File: src/ring_pkg.sv
// Constants, register map and link carriers for the ring master
//
// Summary of operation
// - Procedure start drives value 3: set flag bit 0, enable flag bit 1.
// - Procedure handshake: two bits out, six status bits back, same for every procedure.
// - On status 3 or error bit, master cancels by driving value 0.
// - Initialization steps through phases 0 to 4 strictly in order.
// - Phase 1 addresses each slave alone and waits for its acknowledge.
// - Optional hold after phase 2; continue request resumes phase advance.
// - Cyclic data sent every cycle, only after phase 4 completes.
// - Each data telegram carries one service channel word, zero when no transfer is busy.
// - Service transfers allowed only after phase 2, 3 or 4 completes.
// - Master starts every service transfer, one at a time to completion.
// - Up to 16 queued ladder requests, served in arrival order.
// - Ladder queue fully served before any diagnostic request.
// - Close-loop sets top three control bits; open-loop clears them.
// - Error code 5 when axis rate differs from ring rate.
// - Sync telegram, then slave replies, then data telegram after last reply.
package ring_pkg;
	localparam int CLK_NS = 20;
	localparam int CYCLE_NS = 2000;
	localparam int CYCLE_CLKS = CYCLE_NS / CLK_NS;
	localparam logic [6:0] TMR_LOAD = 7'(CYCLE_CLKS - 1);
	// ----------------------------------------------------------------
	// Register map
	// ----------------------------------------------------------------
	localparam logic [7:0] A_CTRL = 8'h00;
	localparam logic [7:0] A_STAT = 8'h04;
	localparam logic [7:0] A_LREQ = 8'h08;
	localparam logic [7:0] A_DREQ = 8'h0c;
	localparam logic [7:0] A_SCRX = 8'h10;
	localparam logic [7:0] A_CYC = 8'h14;
	localparam logic [7:0] A_ARATE = 8'h18;
	localparam logic [7:0] A_RRATE = 8'h1c;
	localparam logic [7:0] A_NSLV = 8'h20;
	localparam int C_RUN = 0;
	localparam int C_HOLD = 1;
	localparam int C_CONT = 2;
	localparam int C_CLOSE = 3;
	localparam int C_OPEN = 4;
	localparam int C_PCF_GO = 5;
	localparam int C_PCF_STOP = 6;
	localparam int ST_QERR = 19;
	localparam logic [31:0] CTRL_KEEP = 32'h0000_0003;
	localparam logic [31:0] CTRL_RST = 32'h0000_0000;
	localparam logic [7:0] NSLV_RST = 8'h01;
	localparam logic [1:0] RESP_OK = 2'h0;
	localparam logic [1:0] RESP_ERR = 2'h2;
	// ----------------------------------------------------------------
	// Protocol values
	// ----------------------------------------------------------------
	localparam logic [2:0] CP_P1 = 3'h1;
	localparam logic [2:0] CP_P2 = 3'h2;
	localparam logic [2:0] CP_P2DONE = 3'h3;
	localparam logic [2:0] PH_LAST = 3'h4;
	localparam logic [2:0] CP_ALL = 3'h5;
	localparam logic [1:0] PCF_START = 2'h3;
	localparam logic [1:0] PCF_CANCEL = 2'h0;
	localparam logic [3:0] PCF_OK = 4'h3;
	localparam int PCF_ERR_BIT = 3;
	localparam int PCF_CHG_BIT = 5;
	localparam int LOOP_BITS = 3;
	localparam logic [3:0] ERR_RATE = 4'h5;
	localparam int Q_DEPTH = 16;
	localparam logic [4:0] Q_FULL = 5'h10;
	typedef enum logic [3:0] {
		SQ_IDLE = 4'b0001,
		SQ_SYNC = 4'b0010,
		SQ_WAIT = 4'b0100,
		SQ_DATA = 4'b1000
	} seq_e;
	typedef struct packed {
		logic reply_last;
		logic sc_ack;
		logic phase_ack;
		logic [5:0] pcf_stat;
		logic [15:0] sc_word;
	} link_in_s;
	typedef struct packed {
		logic sync_tx;
		logic data_tx;
		logic cyc_en;
		logic [1:0] pcf;
		logic [2:0] phase;
		logic [7:0] slave;
		logic [15:0] sc_word;
		logic [15:0] ctrl_word;
		logic [31:0] cyc_word;
	} link_out_s;
endpackage : ring_pkg

File: src/ring_master.sv
`timescale 1ns/1ps
// Ring master: register slave, phase stepping, telegram sequencing, service channel
module ring_master
	import ring_pkg::*;
(
	input wire logic CLK,
	input wire logic RST,
	input wire logic [7:0] AWADDR,
	input wire logic AWVALID,
	output logic AWREADY,
	input wire logic [31:0] WDATA,
	input wire logic [3:0] WSTRB,
	input wire logic WVALID,
	output logic WREADY,
	output logic [1:0] BRESP,
	output logic BVALID,
	input wire logic BREADY,
	input wire logic [7:0] ARADDR,
	input wire logic ARVALID,
	output logic ARREADY,
	output logic [31:0] RDATA,
	output logic [1:0] RRESP,
	output logic RVALID,
	input wire logic RREADY,
	input wire link_in_s LINK_IN,
	output link_out_s LINK_OUT
);
	// ----------------------------------------------------------------
	// Link input synchronisers
	// ----------------------------------------------------------------
	link_in_s sync1_ff, sync2_ff, prev_ff;
	always_ff @(posedge CLK or posedge RST) begin
		if (RST) begin
			sync1_ff <= '0;
			sync2_ff <= '0;
			prev_ff <= '0;
		end else begin
			sync1_ff <= LINK_IN;
			sync2_ff <= sync1_ff;
			prev_ff <= sync2_ff;
		end
	end
	wire last_evt = sync2_ff.reply_last & ~prev_ff.reply_last;
	wire ack_evt = sync2_ff.sc_ack & ~prev_ff.sc_ack;
	wire phase_evt = sync2_ff.phase_ack & ~prev_ff.phase_ack;
	// Procedure status counts as new on a change flag edge or a changed value
	wire pcf_evt = (sync2_ff.pcf_stat != prev_ff.pcf_stat)
		| (sync2_ff.pcf_stat[PCF_CHG_BIT] ^ prev_ff.pcf_stat[PCF_CHG_BIT]);
	// ----------------------------------------------------------------
	// Register bus slave
	// ----------------------------------------------------------------
	logic aw_ff, w_ff, awrdy_ff, wrdy_ff, bvalid_ff, arrdy_ff, rvalid_ff;
	logic [1:0] bresp_ff, rresp_ff;
	logic [7:0] awaddr_ff;
	logic [31:0] wdata_ff, rdata_ff, rd_data;
	logic [3:0] wstrb_ff;
	wire [31:0] wmask;
	wire wr_do = aw_ff & w_ff & ~bvalid_ff;
	wire ar_take = ARVALID & arrdy_ff;
	wire rd_ok = ARADDR inside {A_CTRL, A_STAT, A_LREQ, A_DREQ, A_SCRX, A_CYC, A_ARATE,
		A_RRATE, A_NSLV};
	wire nxt_aw = (aw_ff | (AWVALID & awrdy_ff)) & ~wr_do;
	wire nxt_w = (w_ff | (WVALID & wrdy_ff)) & ~wr_do;
	wire nxt_rv = (rvalid_ff & ~RREADY) | ar_take;
	for (genvar b = 0; b < 4; b++) begin : g_strb
		assign wmask[8*b +: 8] = {8{wstrb_ff[b]}};
	end
	wire [31:0] wpulse = wdata_ff & wmask;
	function automatic logic [31:0] merge(input logic [31:0] old);
		return (old & ~wmask) | wpulse;
	endfunction : merge
	wire we_ctrl = wr_do & (awaddr_ff == A_CTRL);
	wire we_stat = wr_do & (awaddr_ff == A_STAT);
	wire we_lreq = wr_do & (awaddr_ff == A_LREQ);
	wire we_dreq = wr_do & (awaddr_ff == A_DREQ);
	wire we_cyc = wr_do & (awaddr_ff == A_CYC);
	wire we_arate = wr_do & (awaddr_ff == A_ARATE);
	wire we_rrate = wr_do & (awaddr_ff == A_RRATE);
	wire we_nslv = wr_do & (awaddr_ff == A_NSLV);
	wire wr_hit = we_ctrl | we_stat | we_lreq | we_dreq | we_cyc | we_arate | we_rrate | we_nslv;
	wire go_cont = we_ctrl & wpulse[C_CONT];
	wire go_close = we_ctrl & wpulse[C_CLOSE];
	wire go_open = we_ctrl & wpulse[C_OPEN];
	wire go_pcf = we_ctrl & wpulse[C_PCF_GO];
	wire go_stop = we_ctrl & wpulse[C_PCF_STOP];
	wire clr_qerr = we_stat & wpulse[ST_QERR];
	always_ff @(posedge CLK or posedge RST) begin
		if (RST) begin
			aw_ff <= 1'b0;
			w_ff <= 1'b0;
			awrdy_ff <= 1'b0;
			wrdy_ff <= 1'b0;
			arrdy_ff <= 1'b0;
			bvalid_ff <= 1'b0;
			rvalid_ff <= 1'b0;
			bresp_ff <= RESP_OK;
			rresp_ff <= RESP_OK;
			awaddr_ff <= '0;
			wdata_ff <= '0;
			wstrb_ff <= '0;
			rdata_ff <= '0;
		end else begin
			aw_ff <= nxt_aw;
			w_ff <= nxt_w;
			awrdy_ff <= ~nxt_aw;
			wrdy_ff <= ~nxt_w;
			arrdy_ff <= ~nxt_rv;
			rvalid_ff <= nxt_rv;
			if (AWVALID & awrdy_ff) awaddr_ff <= AWADDR;
			if (WVALID & wrdy_ff) begin
				wdata_ff <= WDATA;
				wstrb_ff <= WSTRB;
			end
			if (wr_do) begin
				bvalid_ff <= 1'b1;
				bresp_ff <= wr_hit ? RESP_OK : RESP_ERR;
			end else if (BREADY) begin
				bvalid_ff <= 1'b0;
			end
			if (ar_take) begin
				rdata_ff <= rd_data;
				rresp_ff <= rd_ok ? RESP_OK : RESP_ERR;
			end
		end
	end
	// ----------------------------------------------------------------
	// Control state
	// ----------------------------------------------------------------
	logic [31:0] ctrl_ff, cyc_ff, arate_ff, rrate_ff;
	logic [7:0] nslv_ff, slv_ff;
	logic [2:0] cp_ff;
	logic held_ff, loop_ff, pcf_done_ff, pcf_err_ff, qerr_ff, busy_ff, dpend_ff;
	logic [1:0] pcf_ff;
	logic [3:0] err_code_ff;
	logic [15:0] scrx_ff, sc_cur_ff, dreq_ff;
	logic [15:0] q_mem [Q_DEPTH];
	logic [3:0] wp_ff, rp_ff;
	logic [4:0] cnt_ff;
	wire phase_run = ctrl_ff[C_RUN] & ~held_ff & (cp_ff != CP_ALL);
	wire ph1_more = (cp_ff == CP_P1) & (slv_ff != nslv_ff - 8'h01);
	wire [2:0] cur_phase = (cp_ff == CP_ALL) ? PH_LAST : cp_ff;
	wire sc_ok = cp_ff >= CP_P2DONE;
	wire q_empty = cnt_ff == 5'h00;
	wire q_full = cnt_ff == Q_FULL;
	wire sc_start = sc_ok & ~busy_ff & (~q_empty | dpend_ff);
	wire pop = sc_start & ~q_empty;
	wire take_diag = sc_start & q_empty;
	wire push = we_lreq & ~q_full;
	wire pcf_fin = (sync2_ff.pcf_stat[3:0] == PCF_OK) | sync2_ff.pcf_stat[PCF_ERR_BIT];
	wire auto_stop = (pcf_ff == PCF_START) & pcf_evt & pcf_fin;
	always_ff @(posedge CLK or posedge RST) begin
		if (RST) begin
			ctrl_ff <= CTRL_RST;
			cyc_ff <= '0;
			arate_ff <= '0;
			rrate_ff <= '0;
			nslv_ff <= NSLV_RST;
		end else begin
			if (we_ctrl) ctrl_ff <= merge(ctrl_ff) & CTRL_KEEP;
			if (we_cyc) cyc_ff <= merge(cyc_ff);
			if (we_arate) arate_ff <= merge(arate_ff);
			if (we_rrate) rrate_ff <= merge(rrate_ff);
			if (we_nslv) nslv_ff <= 8'(merge({24'h0, nslv_ff}));
		end
	end
	always_ff @(posedge CLK or posedge RST) begin
		if (RST) begin
			cp_ff <= '0;
			slv_ff <= '0;
			held_ff <= 1'b0;
		end else if (!ctrl_ff[C_RUN]) begin
			cp_ff <= '0;
			slv_ff <= '0;
			held_ff <= 1'b0;
		end else if (phase_run & phase_evt) begin
			if (ph1_more) slv_ff <= slv_ff + 8'h01;
			else cp_ff <= cp_ff + 3'h1;
			if (!ph1_more && cp_ff == CP_P2 && ctrl_ff[C_HOLD]) held_ff <= 1'b1;
		end else if (go_cont) begin
			held_ff <= 1'b0;
		end
	end
	always_ff @(posedge CLK or posedge RST) begin
		if (RST) begin
			pcf_ff <= PCF_CANCEL;
			pcf_done_ff <= 1'b0;
			pcf_err_ff <= 1'b0;
			loop_ff <= 1'b0;
			err_code_ff <= '0;
		end else begin
			if (go_pcf) pcf_ff <= PCF_START;
			else if (go_stop | auto_stop) pcf_ff <= PCF_CANCEL;
			pcf_done_ff <= (pcf_done_ff & ~go_pcf) | (auto_stop & ~sync2_ff.pcf_stat[PCF_ERR_BIT]);
			pcf_err_ff <= (pcf_err_ff & ~go_pcf) | (auto_stop & sync2_ff.pcf_stat[PCF_ERR_BIT]);
			if (go_close) loop_ff <= 1'b1;
			else if (go_open) loop_ff <= 1'b0;
			err_code_ff <= (arate_ff != rrate_ff) ? ERR_RATE : 4'h0;
		end
	end
	// ----------------------------------------------------------------
	// Service channel queue and transfer
	// ----------------------------------------------------------------
	always_ff @(posedge CLK) begin
		if (push) q_mem[wp_ff] <= wdata_ff[15:0];
	end
	always_ff @(posedge CLK or posedge RST) begin
		if (RST) begin
			wp_ff <= '0;
			rp_ff <= '0;
			cnt_ff <= '0;
			qerr_ff <= 1'b0;
			busy_ff <= 1'b0;
			dpend_ff <= 1'b0;
			dreq_ff <= '0;
			sc_cur_ff <= '0;
			scrx_ff <= '0;
		end else begin
			if (push) wp_ff <= wp_ff + 4'h1;
			if (pop) rp_ff <= rp_ff + 4'h1;
			cnt_ff <= cnt_ff + {4'h0, push} - {4'h0, pop};
			// Refusal wins over a clear in the same cycle
			qerr_ff <= (qerr_ff & ~clr_qerr) | (we_lreq & q_full);
			dpend_ff <= (dpend_ff & ~take_diag) | we_dreq;
			if (we_dreq) dreq_ff <= wdata_ff[15:0];
			if (sc_start) begin
				busy_ff <= 1'b1;
				sc_cur_ff <= q_empty ? dreq_ff : q_mem[rp_ff];
			end else if (busy_ff & ack_evt) begin
				busy_ff <= 1'b0;
				scrx_ff <= sync2_ff.sc_word;
			end
		end
	end
	// ----------------------------------------------------------------
	// Telegram sequencer
	// ----------------------------------------------------------------
	seq_e seq_ff, nxt_seq;
	logic [6:0] tmr_ff;
	link_out_s out_ff;
	wire tmr_zero = tmr_ff == 7'h00;
	always_comb begin
		nxt_seq = seq_ff;
		unique case (seq_ff)
			SQ_IDLE: if (tmr_zero) nxt_seq = SQ_SYNC;
			SQ_SYNC: nxt_seq = SQ_WAIT;
			SQ_WAIT: if (last_evt) nxt_seq = SQ_DATA; else if (tmr_zero) nxt_seq = SQ_IDLE;
			SQ_DATA: nxt_seq = SQ_IDLE;
		endcase
	end
	always_ff @(posedge CLK or posedge RST) begin
		if (RST) begin
			seq_ff <= SQ_IDLE;
			tmr_ff <= TMR_LOAD;
			out_ff <= '0;
		end else begin
			seq_ff <= nxt_seq;
			tmr_ff <= tmr_zero ? TMR_LOAD : tmr_ff - 7'h01;
			out_ff.sync_tx <= seq_ff == SQ_SYNC;
			out_ff.data_tx <= seq_ff == SQ_DATA;
			out_ff.phase <= cur_phase;
			out_ff.slave <= slv_ff;
			if (seq_ff == SQ_DATA) begin
				out_ff.sc_word <= busy_ff ? sc_cur_ff : 16'h0000;
				out_ff.pcf <= pcf_ff;
				out_ff.cyc_en <= cp_ff == CP_ALL;
				out_ff.cyc_word <= (cp_ff == CP_ALL) ? cyc_ff : 32'h0;
				out_ff.ctrl_word <= {{LOOP_BITS{loop_ff}}, 13'h0000};
			end
		end
	end
	// ----------------------------------------------------------------
	// Read decode and outputs
	// ----------------------------------------------------------------
	wire [31:0] stat_w = {4'h0, err_code_ff, 3'h0, busy_ff, qerr_ff, cnt_ff, pcf_err_ff,
		pcf_done_ff, sync2_ff.pcf_stat, loop_ff, cp_ff == CP_ALL, held_ff, cur_phase};
	assign rd_data = (ARADDR == A_CTRL) ? ctrl_ff :
		(ARADDR == A_STAT) ? stat_w :
		(ARADDR == A_SCRX) ? {16'h0, scrx_ff} :
		(ARADDR == A_CYC) ? cyc_ff :
		(ARADDR == A_ARATE) ? arate_ff :
		(ARADDR == A_RRATE) ? rrate_ff :
		(ARADDR == A_NSLV) ? {24'h0, nslv_ff} : 32'h0;
	assign AWREADY = awrdy_ff;
	assign WREADY = wrdy_ff;
	assign BVALID = bvalid_ff;
	assign BRESP = bresp_ff;
	assign ARREADY = arrdy_ff;
	assign RVALID = rvalid_ff;
	assign RDATA = rdata_ff;
	assign RRESP = rresp_ff;
	assign LINK_OUT = out_ff;
endmodule : ring_master

File: config.mk
export PLATFORM = sky130hd
export DESIGN_NAME = ring_master
export DESIGN_NICKNAME = d
export VERILOG_FILES = /design/src/ring_pkg.sv /design/src/ring_master.sv
export SDC_FILE = /design/constraint.sdc
export NUM_CORES = 1
export LEC_CHECK = 0
export ABC_AREA = 1
export BUFFER_PORTS_ARGS = -buffer_cell sky130_fd_sc_hd__buf_2
export CAP_MARGIN = 40
export CORE_UTILIZATION = 30
export CTS_BUF_LIST = sky130_fd_sc_hd__clkbuf_4 sky130_fd_sc_hd__clkbuf_8
export CTS_CLUSTER_SIZE = 12
export DETAILED_ROUTE_END_ITERATION = 6
export GPL_ROUTABILITY_DRIVEN = 0
export SETUP_SLACK_MARGIN = 0.1
export SYNTH_ARGS = -nofsm -noshare
export SYNTH_HDL_FRONTEND = slang
export SYNTH_SLANG_ARGS = --single-unit
File: constraint.sdc
create_clock -name CLK -period 18.9 [get_ports CLK]
set_clock_uncertainty 0.15 [all_clocks]
set_input_delay 2.835 -clock CLK [delete_from_list [all_inputs] [get_ports CLK]]
set_output_delay 2.835 -clock CLK [all_outputs]
set_load 0.05 [all_outputs]
==> impl_metrics.csv <==
group,metric,value,unit
sta,worst_slew_pin_slew,1010,ps
power_and_ir_drop,p_sw_share,30.4,%
power_and_ir_drop,p_comb_share,12.3,%
routing,vias,19800,
floorplanning,die_w,303,um
clock_network,path_clk_slew,70,ps
synthesis,syn-cell-area,27100,um2
synthesis,synth_edf_count,256,
clock_network,ctsResizeCount,0,
setup_path,slowest_stage,"inv_1",
final_layout,fin_util,35.6,%
synthesis,synth_ff_type,"dfrtp_1",
sta,fin_hold_ws,198,ps
routing,route.detailed.drc,0,
setup_path,endpoint_kind,"flop",
synthesis,syn_avg_cell_area,10.4,um2
routing,highest_layer,"met5",
routing,wl_met1,34400,um
sta,setup-tns-final,0,ps
power_and_ir_drop,power.density,115,nW/um2
routing,wl,78900,um
synthesis,synth_cell_types,49,
run_status,status,"finished, final reports clean",
synthesis,yosysWarnings,0,
worst_hold_path,hold_path_depth,0,
setup_path,required,19380,ps
final_layout,fin_nets,2931,
clock_network,cts.htree.levels,3,
power_and_ir_drop,p_total,0.00363,W
power_and_ir_drop,seqPwrFrac,51.1,%
routing,ant_nets,0,
routing,met2_length,36800,um
clock_network,insertion_delay,770,ps
synthesis,synthArstFlopShare,61.3,%
grt,grt_usage,17.2,%
setup_path,cp_max_fo,22,
setup_path,r2r-start,"cnt_ff[3]",
setup_path,worstPathBufferInverterCount,3,
sta,setup_slack,14390,ps
synthesis,synth_seq_cells,662,
setup_path,cpPeakStageDelay,760,ps
setup_path,worst_ep_arrival_time,5000,ps
power_and_ir_drop,ir_drop,64.4,uV
placement,dp_hpwl,52700,um
power_and_ir_drop,power.share.clock,36.5,%
clock_network,ctsHoldBuffers,0,
placement,dp_slack,13710,ps
clock_network,clock-root-buffer,"clkbuf_8",
floorplanning,die_area,91600,um2
sta,slew-limit-headroom,32.5,%
grt,antenna_found_initial,3,
floorplanning,core_region_area,88900,um2
run,drv_cap,0,
routing,routedWlPerCell,19.3,um
clock_network,numCtsBuffers,110,
sta,clock.fmax,222,MHz
final_layout,area_growth,16.8,%
sta,slew_violations,0,
sta,rsz0062_at_grt,"no",
worst_hold_path,holdPathEnd,"sync2_ff[13]",
sta,finalHoldViolCount,0,
grt,grt_pass1_wl,119000,um
clock_network,clock_tree.buffer_depth,3,
worst_hold_path,worstHoldPathType,"reg2reg",
grt,grt_overflow,0,
setup_path,critical_path_class,"in2reg",
clock_network,clock_sinks,662,
grt,grt_start_max_net_pins,173,
setup_path,rrSetupSlack,15050,ps
routing,drtIter0Drc,1719,
power_and_ir_drop,intPower,0.00253,W
routing,viasPerCell,4.84,
sta,setup_viol,0,
floorplanning,io_pins,205,
clock_network,cts_tree,"done",
placement,io_buffers,189,
grt,grt_pass1_vias,19100,
setup_path,cp_top_family,"simple AND/OR/NAND/NOR gates",
clock_network,cts_setup_buffers,0,
setup_path,worstSetupPathDepth,11,
worst_hold_path,hold_start,"sync1_ff[13]",
sta,fin_crit_sh,23.9,%
power_and_ir_drop,p_leak,13.9,nW
synthesis,synthCells,2606,
routing,dr.pass1.iters,5,
final_layout,drive_gt1_share,17.6,%
final_layout,n_fill_cell,8893,
routing,met3_wirelength,4810,um
floorplanning,die_h,303,um
setup_path,ff2ff_path_depth,16,
setup_path,path_common_cell,"nand2_1",
setup_path,cp_cell_sequence,"buf_2, inv_1, nand2_1, nor3_1, nand2_1, inv_1, nand2_1, o21ai_0, a21oi_1, nand2_1, nand2_1",
floorplanning,rows,109,
setup_path,r2r_end,"cnt_ff[4]",
setup_path,start_kind,"primary input",
sta,period_minus_slack,4510,ps
floorplanning,initial_core_util,30.5,%
synthesis,yosysSeqAreaShare,65.8,%
power_and_ir_drop,netSwitchingPower,0.00110,W
-- cells by family (layout without fill, tap and decap cells) --
| kind of cell | after synthesis | after routing | synth area share, % |
|---|---|---|---|
| DFF | 662 | 662 | 65.8 |
| AOI/OAI and AO/OA | 483 | 483 | 10.5 |
| buffers and inverters | 300 | 595 | 4.64 |
| adders and majority gates | 19 | 19 | 0.904 |
| other | 1 | 16 | 0.0138 |
| and+or+nand+nor | 1098 | 1098 | 16.7 |
| xor gates and xnor gates | 43 | 43 | 1.39 |
-- cell type report --
cell class                 count  area [um2]  area share [%]
sequential                   662       17900            56.3
tap                         1165        1460            4.60
clock buffer                 164        2030            6.39
antenna                        1        2.50         0.00790
inverter                     168         638            2.01
clock inverter                35         303           0.955
timing repair buffer         228        1310            4.14
multi-input combinational   1658        8100            25.5
-- Yosys cell counts, types with 3 or more instances --
cell type | n | area share [%]
nand2_1 | 666 | 9.2
a21oi_1 | 39 | 0.72
nor4_1 | 8 | 0.18
xnor2_1 | 24 | 0.78
clkbuf_1 | 82 | 1.1
or2_2 | 7 | 0.16
o221ai_1 | 50 | 1.6
inv_1 | 156 | 2.2
nand4_1 | 14 | 0.32
ha_1 | 18 | 0.83
o21ai_0 | 310 | 5.7
dfrtp_1 | 400 | 37
o211ai_1 | 6 | 0.17
dfstp_2 | 6 | 0.58
o21ai_2 | 32 | 1.0
edfxtp_1 | 256 | 28
clkinv_1 | 4 | 0.055
nand3_1 | 144 | 2.7
nor3b_1 | 3 | 0.083
buf_6 | 4 | 0.17
inv_2 | 8 | 0.11
nor2_4 | 3 | 0.12
nor2_2 | 5 | 0.12
nor2_1 | 220 | 3.0
o22ai_1 | 22 | 0.51
o2111ai_1 | 13 | 0.42
buf_2 | 24 | 0.44
buf_4 | 19 | 0.53
nand2_2 | 5 | 0.12
nand2_4 | 4 | 0.17
xor2_1 | 19 | 0.61
nor3_1 | 9 | 0.17
o21ai_1 | 4 | 0.074
-- worst register-to-register path, cell delays in order, from the launching register on --
cell and delay, ps:
dfrtp_1 380, inv_1 130, ha_1 200, nand3_1 240
nor2_1 250, nand2_1 160, o211ai_4 320, nor2_1 90
buf_4 270, ha_1 340, inv_1 60, ha_1 150
inv_1 60, fa_1 430, o21ai_0 190, a21oi_1 110
xor2_1 150
-- power by group through the flow --
stage	Combinational, W	Sequential, W	Clock, W
after global placement	0.000446	0.00188	0
final	0.000448	0.00186	0.00133
after detailed placement	0.000454	0.00188	0
after floorplan	0.000276	0.00184	0
after global routing	0.000502	0.00188	0.00142
after CTS	0.000456	0.00186	0.00136
-- placed cells by master, fill, tap and decap left out, types with 9 or more instances in the layout --
cell type	n
a21oi_1	39
buf_2	189
buf_4	33
clkbuf_4	37
clkbuf_8	127
clkinv_1	10
clkinv_2	15
conb_1	15
dfrtp_1	398
edfxtp_1	256
ha_1	18
inv_1	153
inv_2	12
nand2_1	666
nand3_1	144
nand4_1	14
nor2_1	209
nor2_2	16
nor3_1	9
o2111ai_1	13
o21ai_0	310
o21ai_2	32
o221ai_1	50
o22ai_1	22
xnor2_1	24
xor2_1	19
-- per-stage QoR --
step,instances,instance area [um2]
floorplan,2620,27200
global placement,3875,29300
detailed placement,3881,29400
CTS,4080,31700
global route,4081,31700
finish,4081,31700
-- routing by layer --
layer,vias up,track usage [%]
li1,9224,-
met1,9727,23.3
met2,646,27.1
met3,154,2.89
met4,4,7.13
met5,-,0
-- how the worst max path moves through the flow --
stage          startpoint           end
6_report        ARADDR[0]     RDATA[13]
5_1_grt               RST    scrx_ff[0]
4_1_cts         RDATA[27]     RDATA[27]
3_5_place_dp          RST   prev_ff[23]
3_3_place_gp          RST  sync2_ff[14]
2_1_floorplan         RST       ARREADY
Note: power is estimated with default switching activity, not from simulation.
